==> src/core/tmbs_pkg.sv <==
// Purpose: Shared constants and types for the transmit multiframe boundary
//          select block.
// Assumes: Host port of 16 data bits and 12 address bits.
// Notes:   Field positions and offsets are used by the top.
package tmbs_pkg;
  localparam int NUM_FRAMERS = 8;
  localparam int ADDR_W = 12;
  localparam int DATA_W = 16;
  localparam int IDX_W = 5;

  // Upper address nibble values
  localparam logic [3:0] SEL_ALL = 4'h8;
  localparam logic [3:0] SEL_LAST_FRAMER = 4'h7;

  // Framer-relative offsets (low address byte)
  localparam logic [7:0] OFF_E1_CTL = 8'h02;
  localparam logic [7:0] OFF_STATUS = 8'h03;
  localparam logic [7:0] OFF_T1_CTL = 8'hf1;
  // Global register offset
  localparam logic [7:0] OFF_GLOBAL = 8'h00;

  // Field positions
  localparam int BIT_E1_MF_EN = 0;
  localparam int BIT_T1_ESF = 1;
  localparam int BIT_T1_SF_SEL = 0;
  localparam int BIT_HIGH_RATE = 8;

  // Multiframe lengths in basic frames
  localparam logic [IDX_W-1:0] MF_LEN_D4 = 5'h0c;
  localparam logic [IDX_W-1:0] MF_LEN_ESF = 5'h18;
  localparam logic [IDX_W-1:0] MF_LEN_E1 = 5'h10;

  // Reset values
  localparam logic [NUM_FRAMERS-1:0] RST_CTL = 8'h00;
  localparam logic RST_PULSE_PREV = 1'b1;

  typedef enum logic [0:0] {
    HP_IDLE = 1'b0,
    HP_BUSY = 1'b1
  } tmbs_host_state_t;

  typedef struct packed {
    logic cs_n;
    logic ds_rd_n;
    logic rw_wr_n;
    logic [ADDR_W-1:0] addr;
    logic [DATA_W-1:0] data;
  } tmbs_host_req_t;
endpackage : tmbs_pkg

==> src/core/tmbs_top.sv <==
// Purpose: Transmit multiframe boundary select for eight framers with a
//          16-bit non-multiplexed host port.
// Assumes: All inputs synchronous to mclk (20 MHz); host strobes are held
//          for at least two mclk cycles.
// Notes:   Host data pin is split into in, out and output enable.
`timescale 1ns/1ps
`default_nettype none
module tmbs_top
  import tmbs_pkg::*;
(
  input wire logic mclk,
  input wire logic reset_n,
  input wire logic split_strobe_mode,
  input wire tmbs_pkg::tmbs_host_req_t host_req,
  input wire logic tx_multiframe_pulse_in,
  input wire logic [tmbs_pkg::NUM_FRAMERS-1:0] frame_tick_in,
  output logic [tmbs_pkg::DATA_W-1:0] host_data_out,
  output logic host_data_oe,
  output logic [tmbs_pkg::NUM_FRAMERS-1:0] mf_start_out
);
  function automatic logic is_global(input logic [3:0] sel);
    is_global = sel[3] && sel[0] && !sel[1];
  endfunction : is_global

  function automatic logic hits_framer(input logic [3:0] sel, input int f);
    hits_framer = (sel == SEL_ALL) || (sel == 4'(f));
  endfunction : hits_framer

  tmbs_host_state_t st_reg, st_next;
  logic [ADDR_W-1:0] lat_addr_reg, lat_addr_next;
  logic lat_write_reg, lat_write_next;
  logic [DATA_W-1:0] data_out_reg, data_out_next;
  logic oe_reg, oe_next;
  logic [NUM_FRAMERS-1:0] t1_ext_superframe_select_reg, t1_sel_next;
  logic [NUM_FRAMERS-1:0] e1_ext_multiframe_enable_reg, e1_en_next;
  logic [NUM_FRAMERS-1:0] t1_esf_reg, t1_esf_next;
  logic [NUM_FRAMERS-1:0] e1_mode_reg, e1_mode_next;
  logic high_rate_reg, high_rate_next;
  logic pulse_prev_reg;
  logic pulse_fall;
  logic strobe_on, strobe_off, req_write;
  logic do_wr;
  logic [ADDR_W-1:0] wr_addr;
  logic [DATA_W-1:0] wr_data;
  logic [DATA_W-1:0] rd_data;
  logic [IDX_W-1:0] frame_idx [NUM_FRAMERS];

  // Strobe decode for both bus styles
  always_comb
  begin
    if (split_strobe_mode)
    begin
      strobe_on = !host_req.cs_n && (!host_req.ds_rd_n || !host_req.rw_wr_n);
      req_write = !host_req.rw_wr_n;
    end
    else
    begin
      strobe_on = !host_req.cs_n && !host_req.ds_rd_n;
      req_write = !host_req.rw_wr_n;
    end
    strobe_off = !strobe_on;
  end

  // Shared strobe commits at strobe start, split strobes at write release
  always_comb
  begin
    do_wr = 1'b0;
    wr_addr = host_req.addr;
    wr_data = host_req.data;
    if (st_reg == HP_IDLE && strobe_on && req_write && !split_strobe_mode)
      do_wr = 1'b1;
    else if (st_reg == HP_BUSY && strobe_off && lat_write_reg
             && split_strobe_mode)
    begin
      do_wr = 1'b1;
      wr_addr = lat_addr_reg;
    end
  end

  // Read mux; broadcast selector reads as zero
  always_comb
  begin
    rd_data = '0;
    if (is_global(host_req.addr[11:8]))
    begin
      if (host_req.addr[7:0] == OFF_GLOBAL)
      begin
        rd_data[NUM_FRAMERS-1:0] = e1_mode_reg;
        rd_data[BIT_HIGH_RATE] = high_rate_reg;
      end
    end
    else if (host_req.addr[11:8] <= SEL_LAST_FRAMER)
    begin
      unique case (host_req.addr[7:0])
        OFF_E1_CTL:
        begin
          rd_data[BIT_E1_MF_EN] =
            e1_ext_multiframe_enable_reg[host_req.addr[10:8]];
          rd_data[BIT_T1_ESF] = t1_esf_reg[host_req.addr[10:8]];
        end
        OFF_T1_CTL:
          rd_data[BIT_T1_SF_SEL] =
            t1_ext_superframe_select_reg[host_req.addr[10:8]];
        OFF_STATUS:
          rd_data[IDX_W-1:0] = frame_idx[host_req.addr[10:8]];
        default:
          rd_data = '0;
      endcase
    end
  end

  always_comb
  begin
    st_next = st_reg;
    lat_addr_next = lat_addr_reg;
    lat_write_next = lat_write_reg;
    data_out_next = data_out_reg;
    oe_next = oe_reg;
    unique case (st_reg)
      HP_IDLE:
        if (strobe_on)
        begin
          st_next = HP_BUSY;
          lat_addr_next = host_req.addr;
          lat_write_next = req_write;
          data_out_next = rd_data;
          oe_next = !req_write;
        end
      HP_BUSY:
        if (strobe_off)
        begin
          st_next = HP_IDLE;
          oe_next = 1'b0;
        end
    endcase
  end

  // Register writes, per framer or broadcast
  always_comb
  begin
    t1_sel_next = t1_ext_superframe_select_reg;
    e1_en_next = e1_ext_multiframe_enable_reg;
    t1_esf_next = t1_esf_reg;
    e1_mode_next = e1_mode_reg;
    high_rate_next = high_rate_reg;
    if (do_wr && is_global(wr_addr[11:8]) && wr_addr[7:0] == OFF_GLOBAL)
    begin
      e1_mode_next = wr_data[NUM_FRAMERS-1:0];
      high_rate_next = wr_data[BIT_HIGH_RATE];
    end
    for (int f = 0; f < NUM_FRAMERS; f++)
    begin
      if (do_wr && hits_framer(wr_addr[11:8], f))
      begin
        if (wr_addr[7:0] == OFF_T1_CTL)
          t1_sel_next[f] = wr_data[BIT_T1_SF_SEL];
        if (wr_addr[7:0] == OFF_E1_CTL)
        begin
          e1_en_next[f] = wr_data[BIT_E1_MF_EN];
          t1_esf_next[f] = wr_data[BIT_T1_ESF];
        end
      end
    end
  end

  always_ff @(posedge mclk or negedge reset_n)
  begin
    if (!reset_n)
    begin
      st_reg <= HP_IDLE;
      lat_addr_reg <= '0;
      lat_write_reg <= 1'b0;
      data_out_reg <= '0;
      oe_reg <= 1'b0;
      t1_ext_superframe_select_reg <= RST_CTL;
      e1_ext_multiframe_enable_reg <= RST_CTL;
      t1_esf_reg <= RST_CTL;
      e1_mode_reg <= RST_CTL;
      high_rate_reg <= 1'b0;
      pulse_prev_reg <= RST_PULSE_PREV;
    end
    else
    begin
      st_reg <= st_next;
      lat_addr_reg <= lat_addr_next;
      lat_write_reg <= lat_write_next;
      data_out_reg <= data_out_next;
      oe_reg <= oe_next;
      t1_ext_superframe_select_reg <= t1_sel_next;
      e1_ext_multiframe_enable_reg <= e1_en_next;
      t1_esf_reg <= t1_esf_next;
      e1_mode_reg <= e1_mode_next;
      high_rate_reg <= high_rate_next;
      pulse_prev_reg <= tx_multiframe_pulse_in;
    end
  end

  // Only a falling edge counts; a level held high never aligns
  assign pulse_fall = pulse_prev_reg && !tx_multiframe_pulse_in;

  genvar g;
  generate
    for (g = 0; g < NUM_FRAMERS; g++)
    begin : g_framer
      logic ext_en;
      logic [IDX_W-1:0] mf_len;
      // Per-framer enable picked by framer mode
      assign ext_en = e1_mode_reg[g] ? e1_ext_multiframe_enable_reg[g]
                                     : t1_ext_superframe_select_reg[g];
      assign mf_len = e1_mode_reg[g] ? MF_LEN_E1
                    : (t1_esf_reg[g] ? MF_LEN_ESF : MF_LEN_D4);
      tmbs_mf_counter u_cnt (
        .mclk(mclk),
        .reset_n(reset_n),
        .frame_tick(frame_tick_in[g]),
        .ext_fall(pulse_fall),
        .ext_en(ext_en),
        .mf_len(mf_len),
        .frame_idx_reg(frame_idx[g]),
        .mf_start_reg(mf_start_out[g])
      );
    end
  endgenerate

  assign host_data_out = data_out_reg;
  assign host_data_oe = oe_reg;

  a_broadcast_write: assert property (@(posedge mclk)
    disable iff (!reset_n)
    do_wr && wr_addr[11:8] == SEL_ALL && wr_addr[7:0] == OFF_T1_CTL
    |=> t1_ext_superframe_select_reg == {8{$past(wr_data[0])}})
    else $error("broadcast write did not reach all framers");

  a_single_write: assert property (@(posedge mclk)
    disable iff (!reset_n)
    do_wr && wr_addr[11:8] == 4'h3 && wr_addr[7:0] == OFF_E1_CTL
    |=> e1_ext_multiframe_enable_reg[3] == $past(wr_data[0])
        && $stable(e1_ext_multiframe_enable_reg[2]))
    else $error("single framer write wrong");

  a_global_write: assert property (@(posedge mclk)
    disable iff (!reset_n)
    do_wr && wr_addr[11:8] == 4'h9 && wr_addr[7:0] == OFF_GLOBAL
    |=> e1_mode_reg == $past(wr_data[7:0]))
    else $error("global register write lost");

  a_oe_read_only: assert property (@(posedge mclk)
    disable iff (!reset_n)
    host_data_oe |-> st_reg == HP_BUSY && !lat_write_reg)
    else $error("data driven outside a read");

  a_broadcast_read: assert property (@(posedge mclk)
    disable iff (!reset_n)
    st_reg == HP_IDLE && strobe_on && !req_write
    && host_req.addr[11:8] == SEL_ALL |=> host_data_out == '0)
    else $error("broadcast selector returned read data");
endmodule : tmbs_top
`default_nettype wire

==> src/core/tmbs_mf_counter.sv <==
// Purpose: Per-framer transmit multiframe counter.
// Assumes: frame_tick marks the start of each basic frame of this framer.
// Notes:   An enabled external falling edge forces frame 0.
`timescale 1ns/1ps
`default_nettype none
module tmbs_mf_counter
  import tmbs_pkg::*;
(
  input wire logic mclk,
  input wire logic reset_n,
  input wire logic frame_tick,
  input wire logic ext_fall,
  input wire logic ext_en,
  input wire logic [tmbs_pkg::IDX_W-1:0] mf_len,
  output logic [tmbs_pkg::IDX_W-1:0] frame_idx_reg,
  output logic mf_start_reg
);
  logic [IDX_W-1:0] frame_idx_next;
  logic mf_start_next;

  always_comb
  begin
    frame_idx_next = frame_idx_reg;
    mf_start_next = 1'b0;
    if (ext_en && ext_fall)
    begin
      frame_idx_next = '0;
      mf_start_next = 1'b1;
    end
    else if (frame_tick)
    begin
      // Edges are ignored here when not enabled
      if (frame_idx_reg >= mf_len - 5'h01)
        frame_idx_next = '0;
      else
        frame_idx_next = frame_idx_reg + 5'h01;
      mf_start_next = (frame_idx_next == '0);
    end
  end

  always_ff @(posedge mclk or negedge reset_n)
  begin
    if (!reset_n)
    begin
      frame_idx_reg <= '0;
      mf_start_reg <= 1'b0;
    end
    else
    begin
      frame_idx_reg <= frame_idx_next;
      mf_start_reg <= mf_start_next;
    end
  end

  a_fall_aligns: assert property (@(posedge mclk)
    disable iff (!reset_n)
    ext_en && ext_fall |=> frame_idx_reg == '0 && mf_start_reg)
    else $error("enabled falling edge did not force frame 0");

  a_ignore_disabled: assert property (@(posedge mclk)
    disable iff (!reset_n)
    !ext_en && ext_fall && !frame_tick |=> $stable(frame_idx_reg))
    else $error("disabled framer reacted to pulse edge");

  a_wrap_len: assert property (@(posedge mclk)
    disable iff (!reset_n)
    frame_tick && !(ext_en && ext_fall) && frame_idx_reg == mf_len - 5'h01
    |=> frame_idx_reg == '0 && mf_start_reg)
    else $error("internal multiframe did not wrap at its length");
endmodule : tmbs_mf_counter
`default_nettype wire

==> config.mk <==
export PLATFORM = sky130hd
export DESIGN_NAME = tmbs_top
export DESIGN_NICKNAME = d
export VERILOG_FILES = /design/src/core/tmbs_pkg.sv /design/src/core/tmbs_top.sv /design/src/core/tmbs_mf_counter.sv
export SDC_FILE = /design/constraint.sdc
export NUM_CORES = 1
export LEC_CHECK = 0
export BUFFER_PORTS_ARGS = -buffer_cell sky130_fd_sc_hd__buf_4
export CAP_MARGIN = 20
export CORE_MARGIN = 1.5
export CORE_UTILIZATION = 50
export CTS_CLUSTER_DIAMETER = 30
export DETAILED_ROUTE_END_ITERATION = 16
export GPL_TIMING_DRIVEN = 0
export PLACE_DENSITY = 0.69
export SYNTH_ARGS = -nofsm -noshare
export SYNTH_HDL_FRONTEND = slang
export SYNTH_SLANG_ARGS = --single-unit
==> constraint.sdc <==
create_clock -name mclk -period 3.1 [get_ports mclk]
set_input_delay 0.155 -clock mclk [delete_from_list [all_inputs] [get_ports mclk]]
set_output_delay 0.155 -clock mclk [all_outputs]
set_load 0.1 [all_outputs]
; ---- Yosys cells after proc, flatten, opt, wreduce, memory -nomap -nowiden
; Cells that the tools add are included.
[op_classes]
eq_ne = 15
reduce_logical = 85
mux = 105
add_sub_neg = 16
order_cmp = 11
n_bitwise = 2
[op_table]
columns = op, count
row1 = 2-to-1 mux 5 bit, 59
row2 = adder 5 x 1 -> 5 bit (second input constant), 8
row3 = >= comparator 5 bit, 8
row4 = zero test 5 bit, 8
row5 = subtractor 5 x 1 -> 5 bit (second input constant), 8
row6 = AND reduction 2 bit, 18
row7 = 2-to-1 mux 1 bit, 33
row8 = logical AND 1 bit, 31
row9 = == test 8 x 2 -> 1 bit (second input constant), 3
row10 = 2-to-1 mux 12 bit, 2
row11 = 2-to-1 mux 9 bit, 2
row12 = == test 4 x 3 -> 1 bit (second input constant), 4
row13 = == test 8 bit (second input constant), 2
row14 = zero test 8 bit, 2
row15 = nonzero test 2 bit, 8
row16 = binary-select mux 5 bit (select 3 bit), 1
row17 = binary-select mux 1 bit (select 3 bit), 3
row18 = logical OR 1 bit, 9
row19 = == test 4 x 2 -> 1 bit (second input constant), 2
row20 = zero test 1 bit, 8
row21 = 2-to-1 mux 7 bit, 1
row22 = == test 4 x 1 -> 1 bit (second input constant), 1
row23 = == test 4 bit (second input constant), 1
row24 = >= comparator 4 bit (second input constant), 1
row25 = other kinds (9), 11
[word_totals]
output_inout_bits = 25
elab_cells = 282
ff_bits = 113
inputBits = 43

; ---- Logic depth before layout (Yosys ltp)
[logic_depth]
depth_word = 14
depth_mapped = 10
ltp_nobuf = 9

; ---- Modules after synthesis
; Synthesis repeated with hierarchy kept, for this count alone.
[unflattened]
cells_unflattened = 783
hier_area_um2 = 7656.1
[modules_own_cells]
columns = mod, area_each_um2, seq_area_each_um2, instances, cells_per_inst
row1 = tmbs_mf_counter, 491.7, 150.1, 8, 55
row2 = tmbs_top, 3722.3, 1452.6, 1, 343

; ---- Worst setup path after synthesis
; No wires, ideal clock.
[synth_timing]
path_type = input to register
start = in host_req[28] (netlist name)
end = reg e1_ext_multiframe_enable_reg[7]
arrival_ns = 2.030
path_stages = 10
t_required_ns = 2.975
slack_ns = 0.945
cell_sequence = nand2b_1 a21o_1 inv_1 ha_1 buf_4 nor3b_1 a21oi_1 o311ai_0 nand3_1 mux2_2
[synth_between]
elab_chain_cells = 14
word_cells_on_any_way = 21
[synth_rtl]
columns = item, line
row1 = start: declaration, tmbs_top.sv:14  ; input wire tmbs_pkg::tmbs_host_req_t host_req,
row2 = zero test 1 bit (*), "tmbs_top.sv:53, tmbs_top.sv:54, tmbs_top.sv:59"
row3 = logical OR 1 bit, tmbs_top.sv:53  ; strobe_on = !host_req.cs_n && (!host_req.ds_rd_n || !host_req.rw_wr_n);
row4 = logical AND 1 bit, tmbs_top.sv:53
row5 = 2-to-1 mux 1 bit, tmbs_top.sv:51  ; if (split_strobe_mode)
row6 = zero test 1 bit, tmbs_top.sv:61  ; strobe_off = !strobe_on;
row7 = logical AND 1 bit (2 in series), tmbs_top.sv:72  ; else if (st_reg == HP_BUSY && strobe_off && lat_write_reg
row8 = logical AND 1 bit, tmbs_top.sv:73  ; && split_strobe_mode)
row9 = 2-to-1 mux 12 bit, tmbs_top.sv:72
row10 = 2-to-1 mux 12 bit, tmbs_top.sv:70  ; if (st_reg == HP_IDLE && strobe_on && req_write && !split_strobe_mode)
row11 = == test 4 bit or == test 4 x 3 -> 1 bit (tied branches), tmbs_top.sv:26  ; hits_framer = (sel == SEL_ALL) || (sel == 4'(f));
row12 = logical OR 1 bit, tmbs_top.sv:26
row13 = logical AND 1 bit, tmbs_top.sv:153  ; if (do_wr && hits_framer(wr_addr[11:8], f))
row14 = AND reduction 2 bit (no line) (*), -
row15 = end signal: assignment, tmbs_top.sv:190  ; e1_ext_multiframe_enable_reg <= e1_en_next;
row16 = end: declaration, tmbs_top.sv:35  ; logic [NUM_FRAMERS-1:0] e1_ext_multiframe_enable_reg, e1_en_next;
; Every way passes the cells marked *; elsewhere a longest branch is shown, timed or not.
; A chain may end at the register's enable or synchronous reset.

; ---- Worst setup path in the final report
[layout_timing]
start = reg st_reg
end = reg t1_esf_reg[7]
[layout_between]
elab_chain_cells = 9
word_cells_on_any_way = 17
[layout_rtl]
columns = item, line
row1 = start: declaration, tmbs_top.sv:29  ; tmbs_host_state_t st_reg, st_next;
row2 = start signal: assignment, tmbs_top.sv:184  ; st_reg <= st_next;
row3 = logical AND 1 bit or NOT 1 bit (tied branches), -
row4 = "logical AND 1 bit, on equally long branches", "tmbs_top.sv:72, tmbs_top.sv:70"
row5 = "logical AND 1 bit, on equally long branches", "tmbs_top.sv:73, tmbs_top.sv:70"
row6 = 2-to-1 mux 12 bit or logical AND 1 bit (tied branches), "tmbs_top.sv:72, tmbs_top.sv:70"
row7 = 2-to-1 mux 12 bit, tmbs_top.sv:70
row8 = == test 4 bit or == test 4 x 3 -> 1 bit (tied branches), tmbs_top.sv:26
row9 = logical OR 1 bit, tmbs_top.sv:26
row10 = logical AND 1 bit, tmbs_top.sv:153
row11 = AND reduction 2 bit (no line) (*), -
row12 = end signal: assignment, tmbs_top.sv:191  ; t1_esf_reg <= t1_esf_next;
row13 = end: declaration, tmbs_top.sv:36  ; logic [NUM_FRAMERS-1:0] t1_esf_reg, t1_esf_next;
; Marks and branches as above.

==> results.ini <==
[detailed_routing]
routedWlPerCell_um = 18.3
wirelength_mm = 16.7
drc_errors = 0
viasPerCell = 6.05
first_pass_iters = 5
drtAntennaViolNets = 0
drt_iter0_markers = 496
num_vias = 5537

[clock_tree]
htreeDepth = 3
clk_pin_slew_ps = 70
numCtsBuffers = 9
insertion_delay_ps = 360
cts-resized-gates = 0
clockBufferDepth = 2
post_cts_buffers = 0
cts_tree = yes
clock-sinks = 106
cts_root_buf = clkbuf_16

[critical_path]
r2r-start = st_reg
r2r_end = t1_esf_reg[7]
max_stage_delay_ps = 490
crit_type = register to register
cp.arrival_ps = 2780
end_kind = register
rr_worst_depth = 8
path_max_fanout = 10
crit_chain = inv_1 -> ha_1 -> buf_4 -> nor3b_1 -> a21oi_1 -> o311ai_0 -> nand3_1 -> mux2_2
required_ps = 3350
startpoint_type = register
path_buf_inv = 2
r2r_slack_ps = 570
crit_slowest_cell = o311ai_0
cp-startpoint = st_reg
critical-path-top-delay-family = simple AND/OR/NAND/NOR gates

[placed_design]
dp_hpwl_mm = 12.3
port-buffer-count = 47
globalplace.congestion = 0.890

[global_route]
grt_max_degree = 69
grt.overflow.total = 0
grt_pass1_vias = 5346
grt_use_met3_pct = 6.18
use_met2_pct = 40.3
gr-usage-met1_pct = 32.2
antenna_found_initial = 0
grt_use_total_pct = 24.6
grt_pass1_wl_mm = 27.6
grt.busiest_layer = met2

[synth]
synthCells = 666
synth_top_cell_area_share_pct = 38.5
yosys_warnings = 0
yosysSeqAreaShare_pct = 38.9
synthFlopType = dfrtp_1
avgSynthCellArea_um2 = 10.2
yosys-top-cells-area = dfrtp_1 39%, mux2_2 8.1%, ha_1 6.2%
synthArstFlopShare_pct = 100
ys_ff_latch = 106
syn_area_um2 = 6820
synth_cell_types = 60
synth_area_leader_cell = dfrtp_1
synth_edf_count = 0

[die]
ioPinCount = 68
start_util_pct = 51.3
die-width_um = 120
core-area_um2 = 13300
row_count = 42
dieArea_um2 = 14300
die_y_um = 120

[timing]
fin_crit_sh_pct = 81.8
drv_slew = 0
fin_skew_ps = 8.60
hold_slack_ps = 18.6
fin_crit_ps = 2530
worst_pin_slew_ps = 783
clock.fmax_mhz = 395
relSlewSlack_pct = 47.8
setup_viol = 0
grt_setup_unrepaired = no
finalHoldViolations = 0
tns_ps = 0

[final_layout]
fillerInstances = 1164
diodes = 0
mostFrequentLayoutCell = dfrtp_1
area_growth_pct = 14.0
nets = 811
seqCellArea_um2 = 2650
largest_register_ffs = 40
final_cell_mix = 105 x dfrtp_1, 66 x buf_4, 61 x nor2_1
multi_input_area_um2 = 3840
layout-drive-gt1-share_pct = 22.5

[min_path]
min_path_cells = 2
hp-start = host_req[28]
worstHoldEndpoint = lat_write_reg
worstHoldPathType = input pin to register

[pwr]
power.density_nw_per_um2 = 735
peakVddDrop_mv = 0.561
p_leak_uw = 0.00378

[flow_run]
drv_cap = 0

[outcome]
outcome = completed

## area by class of cell
cell class / count / area share, %
Clock inverter: 6 / 0.837
Clock buffer: 10 / 3.08
Buffer: 37 / 2.82
Inverter: 33 / 1.59
Timing Repair Buffer: 51 / 5.25
Multi-Input combinational cell: 496 / 49.4
Sequential cell: 106 / 34.1
Tap cell: 176 / 2.83
## routing by layer
layer | vias up | routed length, um | part of all wire, %
met3 | 31 | 976 | 5.8
met2 | 170 | 8110 | 48
met1 | 2752 | 7300 | 44
met5 | - | 0 | 0
met4 | 0 | 353 | 2.1
li1 | 2584 | - | -
## cells by family (layout without fill, tap and decap cells)
family                     Yosys count  count (layout)  share of synthesized area [%]
and+or+nand+nor                    204             204                           15.5
other                                1               7                         0.0550
adders and majority gates           34              34                           6.24
xor gates and xnor gates            28              28                           3.60
buffers and inverters               70             137                           5.03
DFF                                106             106                           38.9
AOI/OAI and AO/OA                  145             145                           15.3
muxes                               78              78                           15.3
## power by group
group          internal (uW)  switching [uW]
clock                    651             547
sequential              1690             497
combinational           1010            1310
## synth_stat cells (14+ instances only)
cell	instances
o21ai_0	28
nand3_1	15
buf_4	18
mux4_2	15
nand4_1	23
a21o_1	22
clkbuf_1	14
ha_1	34
mux2_2	49
dfrtp_1	105
nand2b_1	19
xor2_1	28
nand2_1	41
a21oi_1	21
nor2_1	61
inv_1	31
## stage by stage
step / area, um2 / util (%) / instances / total power [uW] / setup slack, ps
2_1_floorplan: 6840 / - / 672 / 3920 / 945
3_3_place_gp: 7410 / 55.8 / 895 / 4430 / 453
5_1_grt: 7770 / 58.5 / 915 / 6090 / 452
3_5_place_dp: 7450 / 56.0 / 897 / 4520 / 385
6_report: 7770 / 58.5 / 915 / 5710 / 565
4_1_cts: 7770 / 58.5 / 915 / 5740 / 619
## worst max path at each step
stage	end	slack [ps]	cells past startpoint
floorplan	e1_ext_multiframe_enable_reg[7]	940	10
global placement	host_data_out[0]	450	10
detailed placement	t1_esf_reg[7]	380	11
CTS	t1_esf_reg[7]	620	8
global route	t1_esf_reg[7]	450	8
finish	t1_esf_reg[7]	570	8
## repair_timing
action	CTS	global route
setup endpoints to repair	0	0
hold buffers	2	0
hold endpoints to repair	38	0
No activity file was read; power rests on OpenSTA's default activity.
